**src/rtl/irq_pkg.sv**
```systemverilog
// Constants and carrier types for the vectored interrupt arbiter
package irq_pkg;
    localparam int          NUM_SRC        = 8;
    // Source ranks, also their bit positions in the pending register
    localparam int          RANK_RESET     = 0;
    localparam int          RANK_NMI       = 1;
    localparam int          RANK_LINE_TWO  = 2;
    localparam int          RANK_LINE_THR  = 3;
    localparam int          RANK_LINE_FOUR = 4;
    localparam int          RANK_TIMERS    = 5;
    localparam int          RANK_UART      = 6;
    localparam int          RANK_END_MSG   = 7;
    // Vector word of rank r sits at RESET_VECTOR - 2*r
    localparam logic [15:0] RESET_VECTOR   = 16'hfffe;
    localparam logic [15:0] LOWEST_VECTOR  = 16'hfff0;
    localparam logic [15:0] SP_STEP        = 16'h0002;
    // Enable register: bit 0 global enable, bits 2..7 individual enables
    localparam int          GLOBAL_EN_BIT  = 0;
    localparam logic [7:0]  ENABLE_MASK    = 8'hfd;
    // NMI and external lines clear their pending bit on entry; timer, UART and end-of-message do not
    localparam logic [7:0]  AUTO_CLR_MASK  = 8'h1e;
    // Condition register: bit 0 line two, bit 1 line three, bit 2 line four
    localparam int          COND_WIDTH     = 3;
    localparam logic [7:0]  ENABLE_RESET   = 8'h00;
    localparam logic [7:0]  PENDING_RESET  = 8'h01;
    localparam logic [2:0]  COND_RESET     = 3'h0;
    localparam logic [15:0] SP_RESET       = 16'h0000;

    typedef struct packed {
        logic        req;
        logic        we;
        logic [15:0] addr;
        logic [15:0] wdata;
    } mem_req_t;

    typedef struct packed {
        logic        load;
        logic [15:0] value;
    } pc_load_t;
endpackage

```
**src/rtl/irq_edge_detect.sv**
```systemverilog
// Edge detector with selectable polarity for one interrupt input
`timescale 1ns/1ns
module irq_edge_detect (
    // Clock and reset
    input  wire logic clk,
    input  wire logic arst_n,
    // Input line and polarity, 1 selects falling edge
    input  wire logic sig,
    input  wire logic fall_sel,
    // One-cycle pulse on the selected edge
    output logic      hit
);
    logic prev_q;

    always_ff @(posedge clk or negedge arst_n) begin
        if (!arst_n) begin
            prev_q <= 1'b0;
        end else begin
            prev_q <= sig;
        end
    end

    assign hit = fall_sel ? (prev_q & ~sig) : (~prev_q & sig);
endmodule // irq_edge_detect

```
**src/rtl/vectored_interrupt_arbiter.sv**
```systemverilog
// Vectored interrupt arbiter with pending, enable, polarity and entry/return sequencing
`timescale 1ns/1ns
module vectored_interrupt_arbiter (
    // Clock and active-low chip reset
    input  wire logic                clk,
    input  wire logic                arst_n,
    // Interrupt sources
    input  wire logic                nmi_in,
    input  wire logic                external_line_two,
    input  wire logic                external_line_three,
    input  wire logic                external_line_four,
    input  wire logic                hdlc_dma_error,
    input  wire logic                timer_irq,
    input  wire logic                uart_irq,
    input  wire logic                end_of_message_source,
    // Software access to control registers
    input  wire logic                enable_wr,
    input  wire logic [7:0]          enable_wdata,
    input  wire logic                pending_wr,
    input  wire logic [7:0]          pending_wdata,
    input  wire logic                cond_wr,
    input  wire logic [2:0]          cond_wdata,
    input  wire logic                sp_wr,
    input  wire logic [15:0]         sp_wdata,
    output logic [7:0]               interrupt_enable_reg,
    output logic [7:0]               interrupt_pending_reg,
    output logic [2:0]               interrupt_condition_reg,
    output logic [15:0]              stack_pointer,
    // Core sequencer
    input  wire logic                instr_boundary,
    input  wire logic                return_from_service_instr,
    input  wire logic [15:0]         pc_in,
    output irq_pkg::pc_load_t        pc_load,
    output logic                     entry_busy,
    output logic [2:0]               grant_rank,
    // Memory port for stack and vector access
    output irq_pkg::mem_req_t        mem,
    input  wire logic                mem_ack,
    input  wire logic [15:0]         mem_rdata,
    // DMA and port control
    input  wire logic                dma_byte_busy,
    output logic                     dma_halt,
    output logic [15:0]              port_b_float,
    output logic                     port_a_float,
    output logic                     port_d_float,
    output logic                     port_r_float
);
    typedef enum logic [2:0] {S_IDLE, S_DMA_WAIT, S_PUSH, S_FETCH, S_POP} state_t;

    state_t      state_q;
    logic [7:0]  enable_q;
    logic [7:0]  pending_q;
    logic [2:0]  cond_q;
    logic [15:0] sp_q;
    logic [2:0]  rank_q;
    logic        nmi_active_q;
    logic        reset_float_q;
    logic [15:0] saved_pc_q;
    logic [7:1]  trig;
    logic [7:1]  edge_in;
    logic [7:1]  fall_sel;
    logic [7:0]  qualify;
    logic        any_req;
    logic [2:0]  win_rank;
    logic        take;
    logic        take_nmi;
    logic [7:0]  entry_clr;
    logic [15:0] vector_addr;

    // Edge-triggered sources; line four slot shares the HDLC/DMA error
    assign edge_in  = {end_of_message_source, uart_irq, timer_irq, external_line_four,
                       external_line_three, external_line_two, nmi_in};
    assign fall_sel = {3'h0, cond_q, 1'b0};

    for (genvar i = 1; i < irq_pkg::NUM_SRC; i++) begin : g_edge
        irq_edge_detect u_edge (
            .clk     (clk),
            .arst_n  (arst_n),
            .sig     (edge_in[i]),
            .fall_sel(fall_sel[i]),
            .hit     (trig[i])
        );
    end

    logic err_prev_q;
    logic err_hit;
    always_ff @(posedge clk or negedge arst_n) begin
        if (!arst_n) begin
            err_prev_q <= 1'b0;
        end else begin
            err_prev_q <= hdlc_dma_error;
        end
    end
    assign err_hit = ~err_prev_q & hdlc_dma_error;

    // Qualification: NMI always, maskable need own and global enable
    always_comb begin
        qualify = pending_q & {enable_q[7:2] & {6{enable_q[irq_pkg::GLOBAL_EN_BIT]}}, 2'b10};
        any_req = |qualify;
        win_rank = 3'h0;
        for (int r = irq_pkg::NUM_SRC - 1; r >= 0; r--) begin
            if (qualify[r]) begin
                win_rank = r[2:0];
            end
        end
    end

    // Maskable entries wait for an instruction boundary; reset is handled separately
    assign take     = (state_q == S_IDLE) && !pending_q[irq_pkg::RANK_RESET]
                      && instr_boundary && any_req;
    assign take_nmi = take && (win_rank == 3'(irq_pkg::RANK_NMI));
    assign vector_addr = irq_pkg::RESET_VECTOR - {12'h000, rank_q, 1'b0};

    always_comb begin
        entry_clr = 8'h00;
        if (take) begin
            entry_clr[win_rank] = irq_pkg::AUTO_CLR_MASK[win_rank];
        end
        if (state_q == S_FETCH && rank_q == 3'(irq_pkg::RANK_RESET) && mem_ack) begin
            entry_clr[irq_pkg::RANK_RESET] = 1'b1;
        end
    end

    // Pending register: hardware set wins over software write and entry clear
    always_ff @(posedge clk or negedge arst_n) begin
        if (!arst_n) begin
            pending_q <= irq_pkg::PENDING_RESET;
        end else begin
            pending_q <= ((pending_wr ? pending_wdata : pending_q) & ~entry_clr)
                         | {trig[7:5], trig[4] | err_hit, trig[3:1], 1'b0};
        end
    end

    // Enable register: entry clears global enable, return sets it
    always_ff @(posedge clk or negedge arst_n) begin
        if (!arst_n) begin
            enable_q <= irq_pkg::ENABLE_RESET;
        end else if (take) begin
            enable_q[irq_pkg::GLOBAL_EN_BIT] <= 1'b0;
        end else if (state_q == S_POP && mem_ack) begin
            enable_q[irq_pkg::GLOBAL_EN_BIT] <= 1'b1;
        end else if (enable_wr) begin
            enable_q <= enable_wdata & irq_pkg::ENABLE_MASK;
        end
    end

    always_ff @(posedge clk or negedge arst_n) begin
        if (!arst_n) begin
            cond_q <= irq_pkg::COND_RESET;
        end else if (cond_wr) begin
            cond_q <= cond_wdata;
        end
    end

    // Stack pointer: +2 on push, -2 on pop
    always_ff @(posedge clk or negedge arst_n) begin
        if (!arst_n) begin
            sp_q <= irq_pkg::SP_RESET;
        end else if (state_q == S_PUSH && mem_ack) begin
            sp_q <= sp_q + irq_pkg::SP_STEP;
        end else if (state_q == S_POP && mem_ack) begin
            sp_q <= sp_q - irq_pkg::SP_STEP;
        end else if (sp_wr && state_q == S_IDLE) begin
            sp_q <= sp_wdata;
        end
    end

    // Entry and return sequencer
    always_ff @(posedge clk or negedge arst_n) begin
        if (!arst_n) begin
            state_q    <= S_IDLE;
            rank_q     <= 3'(irq_pkg::RANK_RESET);
            saved_pc_q <= 16'h0000;
        end else begin
            unique case (state_q)
                S_IDLE: begin
                    if (pending_q[irq_pkg::RANK_RESET]) begin
                        rank_q  <= 3'(irq_pkg::RANK_RESET);
                        state_q <= S_FETCH;
                    end else if (take) begin
                        rank_q     <= win_rank;
                        saved_pc_q <= pc_in;
                        state_q    <= take_nmi ? S_DMA_WAIT : S_PUSH;
                    end else if (return_from_service_instr) begin
                        state_q <= S_POP;
                    end
                end
                S_DMA_WAIT: begin
                    if (!dma_byte_busy) begin
                        state_q <= S_PUSH;
                    end
                end
                S_PUSH: begin
                    if (mem_ack) begin
                        state_q <= S_FETCH;
                    end
                end
                S_FETCH: begin
                    if (mem_ack) begin
                        state_q <= S_IDLE;
                    end
                end
                S_POP: begin
                    if (mem_ack) begin
                        state_q <= S_IDLE;
                    end
                end
            endcase
        end
    end

    // DMA halt held from NMI entry until the next return; HDLC is never stopped here
    always_ff @(posedge clk or negedge arst_n) begin
        if (!arst_n) begin
            nmi_active_q <= 1'b0;
        end else if (take_nmi) begin
            nmi_active_q <= 1'b1;
        end else if (state_q == S_POP && mem_ack) begin
            nmi_active_q <= 1'b0;
        end
    end

    // Ports A, D, R and all of port B but bit 12 float from reset until the reset vector has been fetched
    always_ff @(posedge clk or negedge arst_n) begin
        if (!arst_n) begin
            reset_float_q <= 1'b1;
        end else if (entry_clr[irq_pkg::RANK_RESET]) begin
            reset_float_q <= 1'b0;
        end
    end

    // Memory request, PC load and status outputs
    always_comb begin
        mem = '0;
        unique case (state_q)
            S_PUSH: begin
                mem.req   = 1'b1;
                mem.we    = 1'b1;
                mem.addr  = sp_q;
                mem.wdata = saved_pc_q;
            end
            S_FETCH: begin
                mem.req  = 1'b1;
                mem.addr = vector_addr;
            end
            S_POP: begin
                mem.req  = 1'b1;
                mem.addr = sp_q - irq_pkg::SP_STEP;
            end
            default: begin
                mem = '0;
            end
        endcase
    end

    assign pc_load.load  = (state_q == S_FETCH || state_q == S_POP) && mem_ack;
    assign pc_load.value = mem_rdata;
    assign entry_busy    = (state_q != S_IDLE);
    assign grant_rank    = rank_q;
    assign dma_halt      = nmi_active_q || take_nmi;
    assign port_a_float  = reset_float_q;
    assign port_d_float  = reset_float_q;
    assign port_r_float  = reset_float_q;
    assign port_b_float  = {3'h7, 1'b0, {12{reset_float_q}}} & {16{reset_float_q}};

    assign interrupt_enable_reg    = enable_q;
    assign interrupt_pending_reg   = pending_q;
    assign interrupt_condition_reg = cond_q;
    assign stack_pointer           = sp_q;
endmodule // vectored_interrupt_arbiter

```
**config.mk**
```make
export PLATFORM = sky130hd
export DESIGN_NAME = vectored_interrupt_arbiter
export DESIGN_NICKNAME = d
export VERILOG_FILES = /design/src/rtl/irq_pkg.sv /design/src/rtl/irq_edge_detect.sv /design/src/rtl/vectored_interrupt_arbiter.sv
export SDC_FILE = /design/constraint.sdc
export NUM_CORES = 1
export LEC_CHECK = 0
export ABC_AREA = 1
export BUFFER_PORTS_ARGS = -buffer_cell sky130_fd_sc_hd__buf_2
export CAP_MARGIN = 25
export CORE_UTILIZATION = 45
export CTS_BUF_LIST = sky130_fd_sc_hd__clkbuf_8
export CTS_CLUSTER_SIZE = 12
export DETAILED_ROUTE_END_ITERATION = 8
export GPL_TIMING_DRIVEN = 0
export PLACE_DENSITY_LB_ADDON = 0.3
export SKIP_CTS_REPAIR_TIMING = 1
export SYNTH_ARGS = -nofsm -noshare
export SYNTH_HDL_FRONTEND = slang
export SYNTH_HIERARCHICAL = 1
export SYNTH_SLANG_ARGS = --single-unit
export TNS_END_PERCENT = 50
```
**constraint.sdc**
```tcl
create_clock -name clk -period 1.7 [get_ports clk]
set_input_delay 0.17 -clock clk [delete_from_list [all_inputs] [get_ports clk]]
set_output_delay 0.17 -clock clk [all_outputs]
set_load 0.005 [all_outputs]
```
# Yosys cells after proc, flatten, opt, wreduce, memory -nomap -nowiden

Memories as Yosys holds them, arrays and structs flattened.
Cells that the tools add are included.

Register bits: 66
Bits in read-only memories: 8
Logic and storage cells: 133
Memories: 1

Memory list:

| memory           | depth | bits a word | read ports | clocked after Yosys merged registers in | write ports | line                              | source |
|---|---|---|---|---|---|---|---|
| (name not given) | 8     | 1           | 1          | 0                                       | 0           | vectored_interrupt_arbiter.sv:117 | `entry_clr[win_rank] = irq_pkg::AUTO_CLR_MASK[win_rank];` |

Add/subtract/negate cells: 3
$lt $le $gt $ge: 2
Equality and inequality tests: 9
Muxes and demuxes: 39
Bitwise gates (word level): 33
Reductions and logical operators: 28

Operators by type and width:

| cell                    | number |
|---|---|
| $mux W16                | 4 |
| $mux W3                 | 16 |
| $pmux W16 S3            | 1 |
| $and A8 B8 Y8           | 3 |
| $add A16 B2 Y16 const B | 1 |
| $and A16 B16 Y16        | 1 |
| $mux W8                 | 2 |
| $sub A16 B2 Y16 const B | 1 |
| $not A1 Y1              | 14 |
| $mux W1                 | 13 |
| $pmux W3 S4             | 1 |
| $and A1 B1 Y1           | 11 |
| $logic_and A1 B1 Y1     | 11 |
| $reduce_bool A3 Y1      | 3 |
| $not A8 Y8              | 1 |
| $or A8 B8 Y8            | 1 |
| $reduce_or A8 Y1        | 1 |
| $and A6 B6 Y6           | 1 |
| $eq A3 B1 Y1 const B    | 2 |
| $eq A3 B2 Y1 const B    | 2 |
| $logic_not A3 Y1        | 2 |
| $reduce_and A3 Y1       | 2 |
| $sub A2 B5 Y6 const A   | 1 |
| $lt A3 B4 Y1 const B    | 1 |
| other kinds (15)        | 18 |

# Logic depth before layout (Yosys ltp)

Depth after elaboration: 20
Depth in mapped cells: 12
Depth with buffers taken out: 12

# Modules after synthesis

The synthesis kept the hierarchy.

Modules (own cells, without submodules):

| module                     | times used | cells an instance | area an instance (sq um) | seq. area each (sq um) |
|---|---|---|---|---|
| vectored_interrupt_arbiter | 1          | 616               | 4127.7                   | 1478.9 |
| irq_edge_detect            | 7          | 7                 | 50.0                     | 25.0 |

# Worst setup path before layout

Ideal clock, no wire load.

Kind: register to output
Start: register sp_q[1], in the netlist stack_pointer[1]
End: output mem[25] (netlist bit)
Arrival: 1.448 ns
Path slack: 0.082 ns
Cell stages (with the launch flop): 8
Buffers on the path: 0
Path through: dfrtp_1 -> inv_1 -> ha_1 -> nand2_1 -> nor2_1 -> xor2_1 -> nand2_1 -> o211ai_1

RTL lines:

| item                     | line                              | source |
|---|---|---|
| start: declaration       | vectored_interrupt_arbiter.sv:54  | `logic [15:0] sp_q;` |
| start signal: assignment | vectored_interrupt_arbiter.sv:158 | `sp_q <= irq_pkg::SP_RESET;` |
| start signal: assignment | vectored_interrupt_arbiter.sv:160 | `sp_q <= sp_q + irq_pkg::SP_STEP;` |
| start signal: assignment | vectored_interrupt_arbiter.sv:162 | `sp_q <= sp_q - irq_pkg::SP_STEP;` |
| end: declaration         | vectored_interrupt_arbiter.sv:37  | `output irq_pkg::mem_req_t mem,` |

==> flow_summary.ini <==
[run_status]
status = complete, but fails checks
violations = negative setup slack

[worst_setup_path]
crit_type = reg -> out
cp.required_ns = 1.53
crit_path_top_delay_cell = dfrtp_2
startpoint_type = flip-flop
endpoint_kind = output port
crit_family = simple AND/OR/NAND/NOR gates
worstPathArrival_ns = 1.92
cp_num_buf_inv = 1
slowest_delay_ns = 0.51
timing.reg2reg.setup_slack_ns = -0.19
cp_cell_sequence = nor2_4 -> nand2_4 -> nor2_4 -> nand2_2 -> nand2_2 -> nand3_2 -> o211ai_1 -> buf_2
cp_max_fo = 7

[sta]
setup_viol = 60
whs_ns = 0.001359
min_period_ns = 2.094
max_clock_freq_mhz = 477.6
fin_crit_sh = 1.232
setup_ws_ns = -0.3938
maxSlewViolCount = 0
rsz0062_at_grt = true
skew_ns = 0.01122
hold_viol_final = 0
worst_pin_slew_ns = 0.8430
slew_headroom = 0.4380
tns_ns = -6.880

[yosys]
synth_area_um2 = 4478
async_flop_share = 1.000
synth_most_common_cell = nand2_1
synth_area_per_cell_um2 = 6.734
synth_cell_type_count = 38
synthFlopType = dfrtp_1
synth_seq_cells = 66
synth_largest_area_cell = dfrtp_1
synth_top_area_frac = 0.3576
synth-edff-count = 0
synth.area.top_cells = dfrtp_1 36%, nand2_1 17%, nand3_1 7.9%, inv_1 7.5%, buf_4 5.9%
yosysSeqAreaShare = 0.3694
yosysWarnings = 6
synth_cells = 665
ys_top_cells_by_count = 198 x nand2_1, 89 x inv_1, 71 x nand3_1, 64 x dfrtp_1, 63 x nor2_1

[power]
p_sw_mw = 5.656
power_density_nw_per_um2 = 1721
p_total_mw = 12.47
swShare = 0.4536
seqPwrFrac = 0.229
p_leak_nw = 3.885
ir_drop_mv = 0.7020
combPwrFrac = 0.644
p_int_mw = 6.812
clock_power_share = 0.127

[drt]
post_drt_wl_per_cell_um = 15.65
first_pass_iters = 5
drtIter0Drc = 330
antenna_left = 0
drcViolationCount = 0
wl_um = 16790
viasPerCell = 5.243
via_count = 5626

[floorplanning]
rows = 36
coreArea_um2 = 9729
die_area_um2 = 10350
die-height_um = 101.8
start_util = 0.4603
ioPinCount = 195
die_w_um = 101.8

[grt]
grt_pass1_vias = 4335
grt_start_max_net_pins = 67
grt.total_usage = 0.2637
grt_pass1_wl_um = 20900
grt-ovfl-total = 0
antenna_found_initial = 1

[clocking]
cts_root_buf = clkbuf_8
cts.sinks = 66
path_clk_slew_ns = 0.08
cts_tree = built
cts_buffers = 9
clk_path_buf_depth = 2
clock_latency_ns = 0.36
htreeDepth = 3

[final_layout]
nNetsFinal = 1022
layout.cells.non_filler = 1073
layout-drive-gt1-share = 0.4745
antenna_cells = 0
area.growth.synth_to_final_pct = 61.78
final_util = 0.7446
fin_area_um2 = 7244

[placement]
dp_hpwl_um = 9885
place_congestion = 0.9260
place_ws_ns = -0.3178
dpl_cell_area_um2 = 5557
placedCellCount = 982
io_buffers = 175

[job]
maxCapViolCount = 0

[worst_hold_path]
hold_class = in -> reg
## final cells by class
class	instances	area, um2
multi-input combinational	458	2648
fill	748	2485
sequential	66	1669
timing repair buffer	253	1659
buffer	54	498.0
inverter	93	376.6
tap	133	166.4
clock buffer	10	137.6
clock inverter	6	90.09
## power by group through the flow
| stage | combinational (mW) | sequential, mW | clock, mW |
|---|---|---|---|
| floorplan | 3.20 | 2.60 | 0 |
| CTS | 5.08 | 2.66 | 1.58 |
| global route | 8.64 | 2.91 | 1.66 |
| finish | 8.03 | 2.85 | 1.58 |
| global placement | 5.01 | 2.67 | 0 |
| detailed placement | 5.06 | 2.68 | 0 |
## kinds of logic after synthesis
kind of cell	Yosys count	synth area share
AND/OR/NAND/NOR	358	0.3400
buffers and inverters	150	0.1607
AO/OA/AOI/OAI	76	0.09835
flip-flops	66	0.3694
XOR/XNOR	9	0.01760
multiplexers	3	0.007543
adder cells (fa/ha/maj)	2	0.005587
other	1	0.0008374
## tightest hold or removal path, stage by stage
cell     delay, ns
buf_2         0.07
nand2_1       0.04
nand2_1       0.05
## cell usage in the layout, fill, tap and decap left out, types with 4 or more instances in the layout
| cell | instances |
|---|---|
| dfrtp_1 | 52 |
| o21ai_1 | 15 |
| o21ai_2 | 4 |
| o211ai_1 | 14 |
| o21ai_0 | 20 |
| buf_6 | 17 |
| clkbuf_8 | 10 |
| buf_2 | 174 |
| buf_12 | 6 |
| buf_8 | 6 |
| nor2_1 | 26 |
| nand2_1 | 171 |
| dfrtp_2 | 12 |
| a21oi_2 | 4 |
| dlygate4sd3_1 | 9 |
| a21oi_1 | 9 |
| inv_2 | 5 |
| nand3_2 | 11 |
| nand4_1 | 5 |
| nand3_1 | 58 |
| nor2_2 | 19 |
| xor2_1 | 5 |
| conb_1 | 10 |
| clkinv_4 | 4 |
| nor3_1 | 5 |
| buf_4 | 87 |
| nor2_4 | 23 |
| inv_1 | 81 |
| inv_4 | 4 |
| clkbuf_16 | 5 |
| nand2_2 | 18 |
| nand2_4 | 11 |
## final timing paths
kind / start / end / depth (start not counted)
worst max-delay path: stack_pointer[5] / mem[30] / 8
worst max register to register: state_q[2] / stack_pointer[8] / 11
min in group asynchronous: arst_n / stack_pointer[10] / 2
worst min register to register: saved_pc_q[12] / saved_pc_q[12] / 2
worst min-delay path: sp_wdata[0] / stack_pointer[0] / 3
max in group asynchronous: arst_n / stack_pointer[6] / 2
## routing by layer
layer,wire length (um),vias to the layer above,GRT usage,part of all wire
li1,-,2606,-,-
met1,6050,2537,0.3280,0.36
met2,7982,374,0.4402,0.48
met3,1813,109,0.06901,0.11
met4,948,0,0.09588,0.056
met5,0,-,0,0
(Power assumes the default switching activity.)
